--- src/common/sysctl_defs.svh ---
`ifndef SYSCTL_DEFS_SVH
`define SYSCTL_DEFS_SVH
`define OP_RD_REG 16'hD000
`define OP_WR_REG 16'hD040
`define OP_MCLR 16'hD080
`define OP_MSET 16'hD0C0
`define OP_XFER_MASK 16'hFFF0
`define OP_IRQ_OFF 16'hD101
`define OP_IRQ_ON 16'hD102
`define OP_PAGE_OFF 16'hD104
`define OP_WIDE_SET 16'hD106
`define OP_WIDE_CLR 16'hD107
`define OP_PAGE_ON 16'hD108
`define OP_PAGE_IRQ_ON 16'hD10A
`define OP_PAGE_IRQ_OFF 16'hD10B
`define OP_PEEK 16'hD10E
`define OP_POKE 16'hD10F
`define OP_IDENT10 16'hC784
`define OP_IDENT11 16'hC789
`define OP_IDENT12 16'hC792
`define OP_IDENT13 16'hC7A3
`define OP_UCODE_LOAD 16'hC740
`define OP_WAIT 16'hD200
`define OP_WAIT_MASK 16'hFF00
`define REG_REQ_MASK 4'h6
`define REG_EN_MASK 4'h7
`define REG_CODE_LSB 0
`define REG_CODE_MSB 3
`define LVL_IDENT10 4'hA
`define LVL_IDENT11 4'hB
`define LVL_IDENT12 4'hC
`define LVL_IDENT13 4'hD
`define LVL_INTERNAL 4'hE
`define LVL_ZERO 4'h0
`define EXT_REQ_LEVELS 16'hBC00
`define RING_PRIV_LO 2'h2
`define IDENT_CODE_W 9
`define IDENT_PAD 7'h00
`define IDENT_TIMEOUT 4'hF
`define UCODE_BASE 24'h003C00
`define UCODE_ENTRIES 9'h100
`define UCODE_WORD_LAST 2'h3
`define CAUSE_NONE 2'h0
`define CAUSE_PRIV 2'h1
`define CAUSE_IO 2'h2
`endif

--- src/common/sysctl_pkg.sv ---
package sysctl_pkg;
   typedef enum logic [5:0] {
      ST_IDLE = 6'h01,
      ST_IDENT = 6'h02,
      ST_MEM = 6'h04,
      ST_UCODE = 6'h08,
      ST_HALT = 6'h10,
      ST_DONE = 6'h20
   } state_t;
   typedef logic [3:0] level_t;
   typedef logic [1:0] cause_t;
endpackage

--- src/rtl/system_control_instruction_unit.sv ---
`include "sysctl_defs.svh"

module system_control_instruction_unit (
   input wire logic sys_clk,
   input wire logic resetn,
   input wire logic instrValid,
   input wire logic [15:0] instr,
   input wire logic [15:0] aIn,
   input wire logic [15:0] dIn,
   input wire logic [15:0] tIn,
   input wire logic [1:0] ring,
   input wire logic ioErrIrqEnable,
   input wire logic privIrqEnable,
   input wire logic consoleRestart,
   input wire logic [15:0] extReq,
   input wire logic identAck,
   input wire logic [8:0] identCode,
   input wire logic memAck,
   input wire logic [15:0] memRdata,
   output logic instrReady,
   output logic instrDone,
   output logic [15:0] accOut,
   output logic accWe,
   output logic [15:0] tOut,
   output logic tWe,
   output sysctl_pkg::level_t currentLevel,
   output logic irqSystemOn,
   output logic pagingOn,
   output logic wideAddressing,
   output logic runLamp,
   output logic identReq,
   output sysctl_pkg::level_t identLevel,
   output logic memReq,
   output logic memWe,
   output logic [23:0] memAddr,
   output logic [15:0] memWdata,
   output logic intIrq,
   output sysctl_pkg::cause_t intIrqCause,
   output logic ucodeLoaded
);
   import sysctl_pkg::*;

   state_t state_r, state_nxt;
   logic [15:0] enMask_r, reqMask_r;
   level_t level_r;
   logic irqOn_r, pageOn_r, wide_r, run_r;
   logic ready_r, done_r, accWe_r, tWe_r, identReq_r;
   logic [15:0] acc_r, t_r, memWdata_r;
   level_t identLvl_r;
   logic memReq_r, memWe_r;
   logic [23:0] memAddr_r;
   logic intIrq_r;
   cause_t cause_r;
   logic loaded_r;
   logic [3:0] timer_r;
   logic [7:0] ucEntry_r;
   logic [1:0] ucWord_r;
   logic [47:0] ucShift_r;
   logic [63:0] ucodeStore [0:255];

   function automatic level_t topLevel(input logic [15:0] m);
      level_t l;
      l = `LVL_ZERO;
      for (int i = 0; i < 16; i++) begin
         if (m[i]) begin
            l = 4'(i);
         end
      end
      return l;
   endfunction

   wire logic take = instrValid && ready_r && state_r == ST_IDLE;
   wire logic privOk = !pageOn_r || ring >= `RING_PRIV_LO;
   wire logic isXfer = (instr & `OP_XFER_MASK) == `OP_RD_REG
      || (instr & `OP_XFER_MASK) == `OP_WR_REG
      || (instr & `OP_XFER_MASK) == `OP_MCLR
      || (instr & `OP_XFER_MASK) == `OP_MSET;
   wire logic [15:0] xferKind = instr & `OP_XFER_MASK;
   wire logic [3:0] regCode = instr[`REG_CODE_MSB:`REG_CODE_LSB];
   wire logic selEn = regCode == `REG_EN_MASK;
   wire logic selReq = regCode == `REG_REQ_MASK;
   wire logic isIdent = instr == `OP_IDENT10 || instr == `OP_IDENT11
      || instr == `OP_IDENT12 || instr == `OP_IDENT13;
   wire level_t identSel = instr == `OP_IDENT10 ? `LVL_IDENT10 :
      instr == `OP_IDENT11 ? `LVL_IDENT11 :
      instr == `OP_IDENT12 ? `LVL_IDENT12 : `LVL_IDENT13;
   wire logic isWait = (instr & `OP_WAIT_MASK) == `OP_WAIT;
   wire logic isOn = instr == `OP_IRQ_ON || instr == `OP_PAGE_IRQ_ON;
   wire logic isOff = instr == `OP_IRQ_OFF || instr == `OP_PAGE_IRQ_OFF;
   wire logic isPgOn = instr == `OP_PAGE_ON || instr == `OP_PAGE_IRQ_ON;
   wire logic isPgOff = instr == `OP_PAGE_OFF || instr == `OP_PAGE_IRQ_OFF;
   wire logic isPeek = instr == `OP_PEEK;
   wire logic isPoke = instr == `OP_POKE;
   wire logic isUcode = instr == `OP_UCODE_LOAD;
   wire logic isPriv = isXfer || isIdent || isWait || isOn || isOff
      || isPgOn || isPgOff || isPeek || isPoke || isUcode
      || instr == `OP_WIDE_SET || instr == `OP_WIDE_CLR;
   // Paging-off is refused outside rings 3 and 2 even with paging off.
   wire logic ringOk = isPgOff ? ring >= `RING_PRIV_LO : privOk;
   wire logic exec = take && isPriv && ringOk;
   wire logic privFault = take && isPriv && !ringOk;
   wire logic identHit = state_r == ST_IDENT && identAck;
   wire logic identMiss = state_r == ST_IDENT && !identAck
      && timer_r == `IDENT_TIMEOUT;
   wire logic ioFault = identMiss && ioErrIrqEnable;
   wire logic ucLast = state_r == ST_UCODE && memAck
      && ucWord_r == `UCODE_WORD_LAST;

   // Masks fed from the accumulator for the three writing transfer forms (write, clear, set).
   wire logic [15:0] enWr = xferKind == `OP_WR_REG ? aIn :
      xferKind == `OP_MCLR ? (enMask_r & ~aIn) :
      xferKind == `OP_MSET ? (enMask_r | aIn) : enMask_r;
   wire logic [15:0] reqWr = xferKind == `OP_WR_REG ? aIn :
      xferKind == `OP_MCLR ? (reqMask_r & ~aIn) :
      xferKind == `OP_MSET ? (reqMask_r | aIn) : reqMask_r;
   wire logic wrXfer = exec && isXfer && xferKind != `OP_RD_REG;
   wire logic waitGive = exec && isWait && irqOn_r
      && level_r != `LVL_ZERO;
   wire logic [15:0] waitClr = waitGive ? (16'h0001 << level_r) : 16'h0000;
   // External lines are level sensitive and only reach the vectored and
   // fast levels; a request present while software clears its bit wins.
   wire logic [15:0] hwSet = (extReq & `EXT_REQ_LEVELS)
      | ((privFault && privIrqEnable) || ioFault
         ? (16'h0001 << `LVL_INTERNAL) : 16'h0000);
   wire logic [15:0] reqBase = wrXfer && selReq ? reqWr : reqMask_r;
   wire logic [15:0] reqNext = (reqBase & ~waitClr) | hwSet;
   wire logic [15:0] enNext = wrXfer && selEn ? enWr : enMask_r;
   wire logic [15:0] rdVal = selEn ? enMask_r :
      selReq ? reqMask_r : 16'h0000;

   always_comb begin
      state_nxt = state_r;
      case (state_r)
         ST_IDLE: begin
            if (exec && isIdent) begin
               state_nxt = ST_IDENT;
            end else if (exec && (isPeek || isPoke)) begin
               state_nxt = ST_MEM;
            end else if (exec && isUcode) begin
               state_nxt = ST_UCODE;
            end else if (exec && isWait && !irqOn_r) begin
               state_nxt = ST_HALT;
            end else if (take) begin
               state_nxt = ST_DONE;
            end
         end
         ST_IDENT: if (identHit || identMiss) state_nxt = ST_DONE;
         ST_MEM: if (memAck) state_nxt = ST_DONE;
         ST_UCODE: begin
            if (ucLast && ucEntry_r == 8'(`UCODE_ENTRIES - 9'h001)) begin
               state_nxt = ST_DONE;
            end
         end
         ST_HALT: if (consoleRestart) state_nxt = ST_DONE;
         ST_DONE: state_nxt = ST_IDLE;
         default: state_nxt = ST_IDLE;
      endcase
   end

   always_ff @(posedge sys_clk) begin
      if (!resetn) begin
         state_r <= ST_IDLE;
         enMask_r <= 16'h0000;
         reqMask_r <= 16'h0000;
         level_r <= `LVL_ZERO;
      end else begin
         state_r <= state_nxt;
         enMask_r <= enNext;
         reqMask_r <= reqNext;
         // Switching happens only with the system on; off freezes it.
         if (irqOn_r) begin
            level_r <= topLevel(enMask_r & reqMask_r);
         end
      end
   end

   always_ff @(posedge sys_clk) begin
      if (!resetn) begin
         irqOn_r <= 1'b0;
         pageOn_r <= 1'b0;
         wide_r <= 1'b0;
         run_r <= 1'b1;
      end else begin
         if (exec && isOn) irqOn_r <= 1'b1;
         else if (exec && isOff) irqOn_r <= 1'b0;
         if (exec && isPgOn) pageOn_r <= 1'b1;
         else if (exec && isPgOff) pageOn_r <= 1'b0;
         if (exec && instr == `OP_WIDE_SET) wide_r <= 1'b1;
         else if (exec && instr == `OP_WIDE_CLR) wide_r <= 1'b0;
         run_r <= state_nxt != ST_HALT;
      end
   end

   always_ff @(posedge sys_clk) begin
      if (!resetn) begin
         ready_r <= 1'b0;
         done_r <= 1'b0;
         accWe_r <= 1'b0;
         acc_r <= 16'h0000;
         tWe_r <= 1'b0;
         t_r <= 16'h0000;
         intIrq_r <= 1'b0;
         cause_r <= `CAUSE_NONE;
      end else begin
         ready_r <= state_nxt == ST_IDLE;
         done_r <= state_r == ST_DONE;
         accWe_r <= 1'b0;
         tWe_r <= 1'b0;
         intIrq_r <= 1'b0;
         if (exec && xferKind == `OP_RD_REG && isXfer) begin
            acc_r <= rdVal;
            accWe_r <= 1'b1;
         end
         if (identHit) begin
            acc_r <= {`IDENT_PAD, identCode};
            accWe_r <= 1'b1;
         end
         if (state_r == ST_MEM && memAck && !memWe_r) begin
            t_r <= memRdata;
            tWe_r <= 1'b1;
         end
         if (privFault && privIrqEnable) begin
            intIrq_r <= 1'b1;
            cause_r <= `CAUSE_PRIV;
         end else if (ioFault) begin
            intIrq_r <= 1'b1;
            cause_r <= `CAUSE_IO;
         end
      end
   end

   always_ff @(posedge sys_clk) begin
      if (!resetn) begin
         identReq_r <= 1'b0;
         identLvl_r <= `LVL_ZERO;
         timer_r <= 4'h0;
      end else begin
         if (exec && isIdent) begin
            identReq_r <= 1'b1;
            identLvl_r <= identSel;
            timer_r <= 4'h0;
         end else if (state_r == ST_IDENT) begin
            // A silent bus must not hang the processor.
            timer_r <= timer_r + 4'h1;
            if (identHit || identMiss) identReq_r <= 1'b0;
         end
      end
   end

   always_ff @(posedge sys_clk) begin
      if (!resetn) begin
         memReq_r <= 1'b0;
         memWe_r <= 1'b0;
         memAddr_r <= 24'h000000;
         memWdata_r <= 16'h0000;
         ucEntry_r <= 8'h00;
         ucWord_r <= 2'h0;
         ucShift_r <= 48'h0;
         loaded_r <= 1'b0;
      end else begin
         if (exec && (isPeek || isPoke)) begin
            memReq_r <= 1'b1;
            memWe_r <= isPoke;
            memAddr_r <= {aIn[7:0], dIn};
            memWdata_r <= tIn;
         end else if (exec && isUcode) begin
            memReq_r <= 1'b1;
            memWe_r <= 1'b0;
            memAddr_r <= `UCODE_BASE;
            ucEntry_r <= 8'h00;
            ucWord_r <= 2'h0;
         end else if (state_r == ST_MEM && memAck) begin
            memReq_r <= 1'b0;
         end else if (state_r == ST_UCODE && memAck) begin
            memAddr_r <= memAddr_r + 24'h000001;
            ucWord_r <= ucWord_r + 2'h1;
            ucShift_r <= {ucShift_r[31:0], memRdata};
            if (ucLast) begin
               ucEntry_r <= ucEntry_r + 8'h01;
               if (ucEntry_r == 8'(`UCODE_ENTRIES - 9'h001)) begin
                  memReq_r <= 1'b0;
                  loaded_r <= 1'b1;
               end
            end
         end
      end
   end

   // Four words per entry, first word lands in the top quarter.
   always_ff @(posedge sys_clk) begin
      if (ucLast) begin
         ucodeStore[ucEntry_r] <= {ucShift_r, memRdata};
      end
   end

   assign instrReady = ready_r;
   assign instrDone = done_r;
   assign accOut = acc_r;
   assign accWe = accWe_r;
   assign tOut = t_r;
   assign tWe = tWe_r;
   assign currentLevel = level_r;
   assign irqSystemOn = irqOn_r;
   assign pagingOn = pageOn_r;
   assign wideAddressing = wide_r;
   assign runLamp = run_r;
   assign identReq = identReq_r;
   assign identLevel = identLvl_r;
   assign memReq = memReq_r;
   assign memWe = memWe_r;
   assign memAddr = memAddr_r;
   assign memWdata = memWdata_r;
   assign intIrq = intIrq_r;
   assign intIrqCause = cause_r;
   assign ucodeLoaded = loaded_r;
endmodule

--- config.mk ---
export PLATFORM = sky130hd
export DESIGN_NAME = system_control_instruction_unit
export DESIGN_NICKNAME = d
export VERILOG_FILES = /design/src/common/sysctl_pkg.sv /design/src/rtl/system_control_instruction_unit.sv
export VERILOG_INCLUDE_DIRS = /design/src /design/src/common
export SDC_FILE = /design/constraint.sdc
export NUM_CORES = 1
export LEC_CHECK = 0
export ABC_AREA = 1
export BUFFER_PORTS_ARGS = -buffer_cell sky130_fd_sc_hd__buf_2
export CORE_UTILIZATION = 47
export DETAILED_ROUTE_END_ITERATION = 8
export PLACE_DENSITY = 0.75
export SETUP_SLACK_MARGIN = 0.2
export SLEW_MARGIN = 20
export SYNTH_ARGS = -nofsm -noshare
export SYNTH_HDL_FRONTEND = slang
export SYNTH_SLANG_ARGS = --single-unit
export TNS_END_PERCENT = 10
--- constraint.sdc ---
create_clock -name sys_clk -period 2 [get_ports sys_clk]
set_input_delay 0.2 -clock sys_clk [delete_from_list [all_inputs] [get_ports sys_clk]]
set_output_delay 0.2 -clock sys_clk [all_outputs]
set_load 0.01 [all_outputs]
# ---- Yosys cells after proc, flatten, opt, wreduce, memory -nomap -nowiden
# Cells that the tools add are included.
dict set report classes {
  n_addsub 4
  magnitude_cmp 1
  n_eq_ne 36
  n_shift 1
  muxes 77
  bitwise_logic 14
  reduce_logical 90
}
# operator n
set op_table {}
lappend op_table {{$eq 16x16->1 const B} 15}
lappend op_table {{$mux 16} 10}
lappend op_table {{$mux 24} 4}
lappend op_table {{$and 16x16->16} 4}
lappend op_table {{$mux 4} 14}
lappend op_table {{$mux 6} 9}
lappend op_table {{$eq 12x12->1 const B} 4}
lappend op_table {{$or 16x16->16} 3}
lappend op_table {{$logic_and 1x1->1} 34}
lappend op_table {{$mux 8} 4}
lappend op_table {{$not 16->16} 2}
lappend op_table {{$pmux 6 s5} 1}
lappend op_table {{$mux 1} 27}
lappend op_table {{$logic_or 1x1->1} 25}
lappend op_table {{$add 24x1->24 const B} 1}
lappend op_table {{$reduce_bool 2->1} 10}
lappend op_table {{$mux 9} 2}
lappend op_table {{$eq 8x8->1 const B} 2}
lappend op_table {{$or 16x15->16} 1}
lappend op_table {{$reduce_bool 4->1} 4}
lappend op_table {{$shl 1x4->16 const A} 1}
lappend op_table {{$mux 15} 1}
lappend op_table {{$eq 6x1->1 const B} 2}
lappend op_table {{$ne 12x12->1 const B} 1}
lappend op_table {{25 further kinds} 42}
dict set report word_totals {
  ff_bits 147
  in_bits 115
  out_inout_bits 95
  word_cells 251
}

# ---- Depth between registers and ports, before layout
dict set report logic_depth {
  ltp_word 25
  depth_mapped 18
  mapped_depth_nobuf 17
}

# ---- Worst setup path before layout
# No wires, ideal clock.
dict set report synth_timing {
  kind {register to register}
  from {register memAddr_r[0] (netlist: memAddr[0])}
  to {register memAddr_r[18] (netlist: memAddr[18])}
  setup_ns 0.057
  t_arrival_ns 1.947
  required_ns 1.943
  path_slack_ns -0.003
  stages_incl_launch_ff 14
  path_buffers 0
  synth_period_minus_slack_ns 2.003
  path_cell_list {dfxtp_1 > ha_1 > nand3_1 > nor2_1 > nand3_1 > nor2_1 > nand3_1 > o21ai_0 > nand2_1 > inv_1 > nand4_1 > nand3_1 > nand2_1 > inv_1}
}
dict set report synth_between {
  elab_chain_len 5
}
# item line_no
set synth_rtl {}
lappend synth_rtl {{from (decl)} system_control_instruction_unit.sv:51} ;# logic [23:0] memAddr_r;
lappend synth_rtl {{from (signal assigned)} system_control_instruction_unit.sv:264} ;# memAddr_r <= {aIn[7:0], dIn};
lappend synth_rtl {{from (signal assigned)} system_control_instruction_unit.sv:269} ;# memAddr_r <= `UCODE_BASE;
lappend synth_rtl {{from (signal assigned)} system_control_instruction_unit.sv:275} ;# memAddr_r <= memAddr_r + 24'h000001;
lappend synth_rtl {{$add 24x1->24} system_control_instruction_unit.sv:275}
lappend synth_rtl {{$mux 24} system_control_instruction_unit.sv:274} ;# end else if (state_r == ST_UCODE && memAck) begin
lappend synth_rtl {{$mux 24} system_control_instruction_unit.sv:272} ;# end else if (state_r == ST_MEM && memAck) begin
lappend synth_rtl {{$mux 24} system_control_instruction_unit.sv:266} ;# end else if (exec && isUcode) begin
lappend synth_rtl {{$mux 24} system_control_instruction_unit.sv:261} ;# if (exec && (isPeek || isPoke)) begin
# No other way between the ends. The select of a mux whose other input is x is not followed.
# A chain may end at the register's enable or synchronous reset.

# ---- Final worst setup path
dict set report layout_timing {
  from {register memAddr_r[2] (netlist: memAddr[2])}
  to {register memAddr_r[21] (netlist: memAddr[21])}
}
# The elaborated chain is that of the path after synthesis.

==> results.toml <==
[status]
status = "completed"

[setup_path]
endpoint_kind = "register"
reg2reg_depth = 11
cpMaxStageDelayCell = "dfxtp_4"
cp-start-kind = "register"
critPathMaxStageDelay_ns = 0.37
crit_required_ns = 2.33
critPathKind = "register to register"
reg2reg_slack_ns = 0.02
reg2reg_to = "memAddr[21]$_SDFFE_PN0P_"
cp_cell_sequence = "inv_2 > nor3_4 > nand2_2 > nor4_4 > nand3_2 > nor3_4 > nand3_1 > nand3_1 > nand3_1 > nand2_1 > inv_1"
worstPathMaxFanout = 5
timing.rr.start = "memAddr[2]$_SDFFE_PN0P_"
arrival_ns = 2.31
cpMostUsedCell = "nand3_1"

[logic_synthesis]
ys_ff_latch = 147
yosysUniqueCellTypes = 49
netlist_instances = 1290
async_reset_ff_frac = 0
synth.most_common_cell = "nand2_1"
synth-adder-area-share = 0.006111
synth_area_sq_um = 8190
synth_xor_area_frac = 0.01497
ys.flop_type = "dfxtp_1"
synth_mux_area_frac = 0
yosysTopAreaCell = "dfxtp_1"
synth_top_family_by_area = "simple AND/OR/NAND/NOR gates"
synth_compound_area_frac = 0.1654
synth_top_area_share = 0.3593
yosysWarnings = 0
synth-seq-area-share = 0.3593
synth_simple_gate_area_share = 0.3512
ys_top_cells_by_count = "301 x nand2_1, 166 x nor2_1, 147 x dfxtp_1, 147 x inv_1, 128 x o21ai_0"
syn_nets = 1409
synth_area_per_cell_sq_um = 6.349
yosys-top-cells-area = "dfxtp_1 36%, nand2_1 14%, o21ai_0 7.8%, nor2_1 7.6%, inv_1 6.7%"
synth_edf_count = 0

[sta]
setup_violations = 0
fin_tns_setup_ns = 0
skew_ns = 0.009922
layout_setup_ws_ns = 0.01838
timing.final.hold_violations = 0
fmax_ghz = 0.5046
fin_crit_ns = 1.982
tightestPinTransition_ns = 0.6112
drv_slew = 0
fin_crit_sh = 0.9908
rsz0062_at_grt = "true"
slew_headroom = 0.5925

[die]
dieArea_sq_um = 17960
initial_utilization = 0.4870
fp-row-count = 47
ios = 210
core_area_sq_um = 16820
fp.dieH_um = 134.0
die_x_um = 134.0

[pwr]
p_clk_frac = 0.472
sw_frac_of_total = 0.2474
ir_drop_v = 0.0005933
cellLeakagePower_nw = 5.582
p_seq_frac = 0.453
combPwrFrac = 0.075
switching_power_w = 0.001611
powerDensity_nw_per_um2 = 551.9
intPower_w = 0.004901

[cells_and_area]
synthToLayoutAreaGrowth_pct = 44.04
finalNonFillerCells = 1863
antenna_cells = 0
fin_nets = 1749
drive_gt1_frac = 0.3147

[route]
vias = 10020
wl_per_cell_um = 15.16
via_per_inst = 5.376
drt_pre_antenna_iters = 6
first_iter_violations = 1057
drc_errors = 0
wirelength_um = 28250
drtAntennaViolNets = 0

[hold_path]
hold_end = "reqMask_r[10]$_SDFF_PN0_"
hold-path-cell-count = 3
hp-class = "input port to register"
hp-start = "extReq[10]"

[clock_network]
clockBufferDepth = 2
cts_tree = "yes"
clk_latency_ns = 0.42
htree_levels = 4
clockRootBuffer = "clkbuf_16"
clkSinkCount = 147
clkSlewWorstSetupHoldPaths_ns = 0.06
numCtsBuffers = 17

[flow_run]
maxCapViolCount = 0

[placement]
place_ws_ns = -0.2399
gp_congestion = 0.8829
place_inst = 1776
dp_hpwl_um = 19040
io_buffers = 197

[grt]
grt_pass1_vias = 8988
grt_usage = 0.2976
grt_pass1_wl_um = 42860
grt_max_degree = 58
antenna_found_initial = 0
grt-ovfl-total = 0
-- worst max-delay path by stage --
stage	end	depth (start not counted)	start	slack, ns
after detailed placement	accOut[3]$_SDFFE_PN0P_	16	instr[11]	-0.24
after CTS	memAddr[23]$_SDFFE_PN0P_	11	memAddr[2]$_SDFFE_PN0P_	0.07
after global routing	memAddr[21]$_SDFFE_PN0P_	11	memAddr[1]$_SDFFE_PN0P_	-0.02
after global placement	reqMask_r[14]$_SDFF_PN0_	16	instr[11]	-0.19
after floorplan	memAddr[18]$_SDFFE_PN0P_	13	memAddr[0]$_SDFFE_PN0P_	0.13
final	memAddr[21]$_SDFFE_PN0P_	11	memAddr[2]$_SDFFE_PN0P_	0.02
-- layer usage --
metal  GRT usage  routed length [um]  vias to the layer above
met3     0.06765                2380                       75
met4      0.1055                 787                        0
met1      0.3759               11800                     4567
met5           0                   0                        -
met2      0.4965               13280                      492
li1            -                   -                     4882
-- worst max-delay path: cells and delay by family (launching register included) --
family / cells / cell delay (ns)
DFF: 1 / 0.37
buffers and inverters: 2 / 0.10
and+or+nand+nor: 9 / 1.40
-- power by group through the flow --
stage | Combinational (W) | Sequential, W | Clock, W
floorplan | 0.000167 | 0.00302 | 0
global placement | 0.000408 | 0.00302 | 0
detailed placement | 0.000415 | 0.00302 | 0
CTS | 0.000453 | 0.00295 | 0.00309
global route | 0.000531 | 0.00295 | 0.00321
finish | 0.000490 | 0.00295 | 0.00308
-- kinds of logic (layout without fill, tap and decap cells) --
group	Yosys count	in the layout
buffers and inverters	214	567
AOI/OAI and AO/OA	255	255
adders and majority gates	4	4
xor gates and xnor gates	14	14
DFF	147	147
and+or+nand+nor	656	656
-- through the flow --
step | utilization | hold slack [ns] | cell area (sq um) | power [W]
5_1_grt | 0.7015 | 0.02486 | 11800 | 0.006684
3_5_place_dp | 0.6117 | 0.4283 | 10290 | 0.003434
3_3_place_gp | 0.6117 | 0.4194 | 10290 | 0.003426
2_1_floorplan | - | 0.3340 | 8232 | 0.003186
4_1_cts | 0.6661 | 0.003283 | 11200 | 0.006501
6_report | 0.7015 | 0.01961 | 11800 | 0.006511
-- repair_timing --
item | 4_1_cts | 5_1_grt
resized for setup | 24 | 115
hold buffers | 17 | 0
endpoints found under the setup margin | 116 | 139
pin swaps | 8 | 43
buffers inserted | 13 | 21
endpoints found under the hold margin | 17 | 0
gates cloned | 1 | 3
-- area by class of cell --
type / instances / area (sq um)
clock buffers: 21 / 450.4
repair buffers: 370 / 2546
clock inverters: 11 / 103.9
flip-flops and latches: 147 / 2972
well taps: 220 / 275.3
fillers: 1373 / 5021
inverters: 165 / 634.4
multi-input cells: 929 / 4816
-- layout by cell type (no fill, tap or decap), types with 5 or more instances in the layout --
cell	synthesis	layout
buf_12	0	11
clkbuf_16	0	19
inv_1	147	133
nor3_1	22	16
dfxtp_4	0	7
buf_2	8	198
a21oi_2	1	7
nand2_1	301	288
nand3_4	2	5
nand3_2	1	12
o21ai_1	7	10
nand3b_1	6	6
nand3_1	96	82
nor2_1	166	149
nor2_4	4	14
nor2_2	7	14
dlygate4sd3_1	0	17
dfxtp_1	147	138
inv_2	17	29
nor4_1	10	7
nand4_1	26	26
nand2_2	4	13
a21oi_1	92	86
nor3_2	2	5
buf_6	3	9
xor2_1	9	9
o21ai_0	128	123
xnor2_1	5	5
buf_4	2	131
Power figures use the tool's default switching activity.
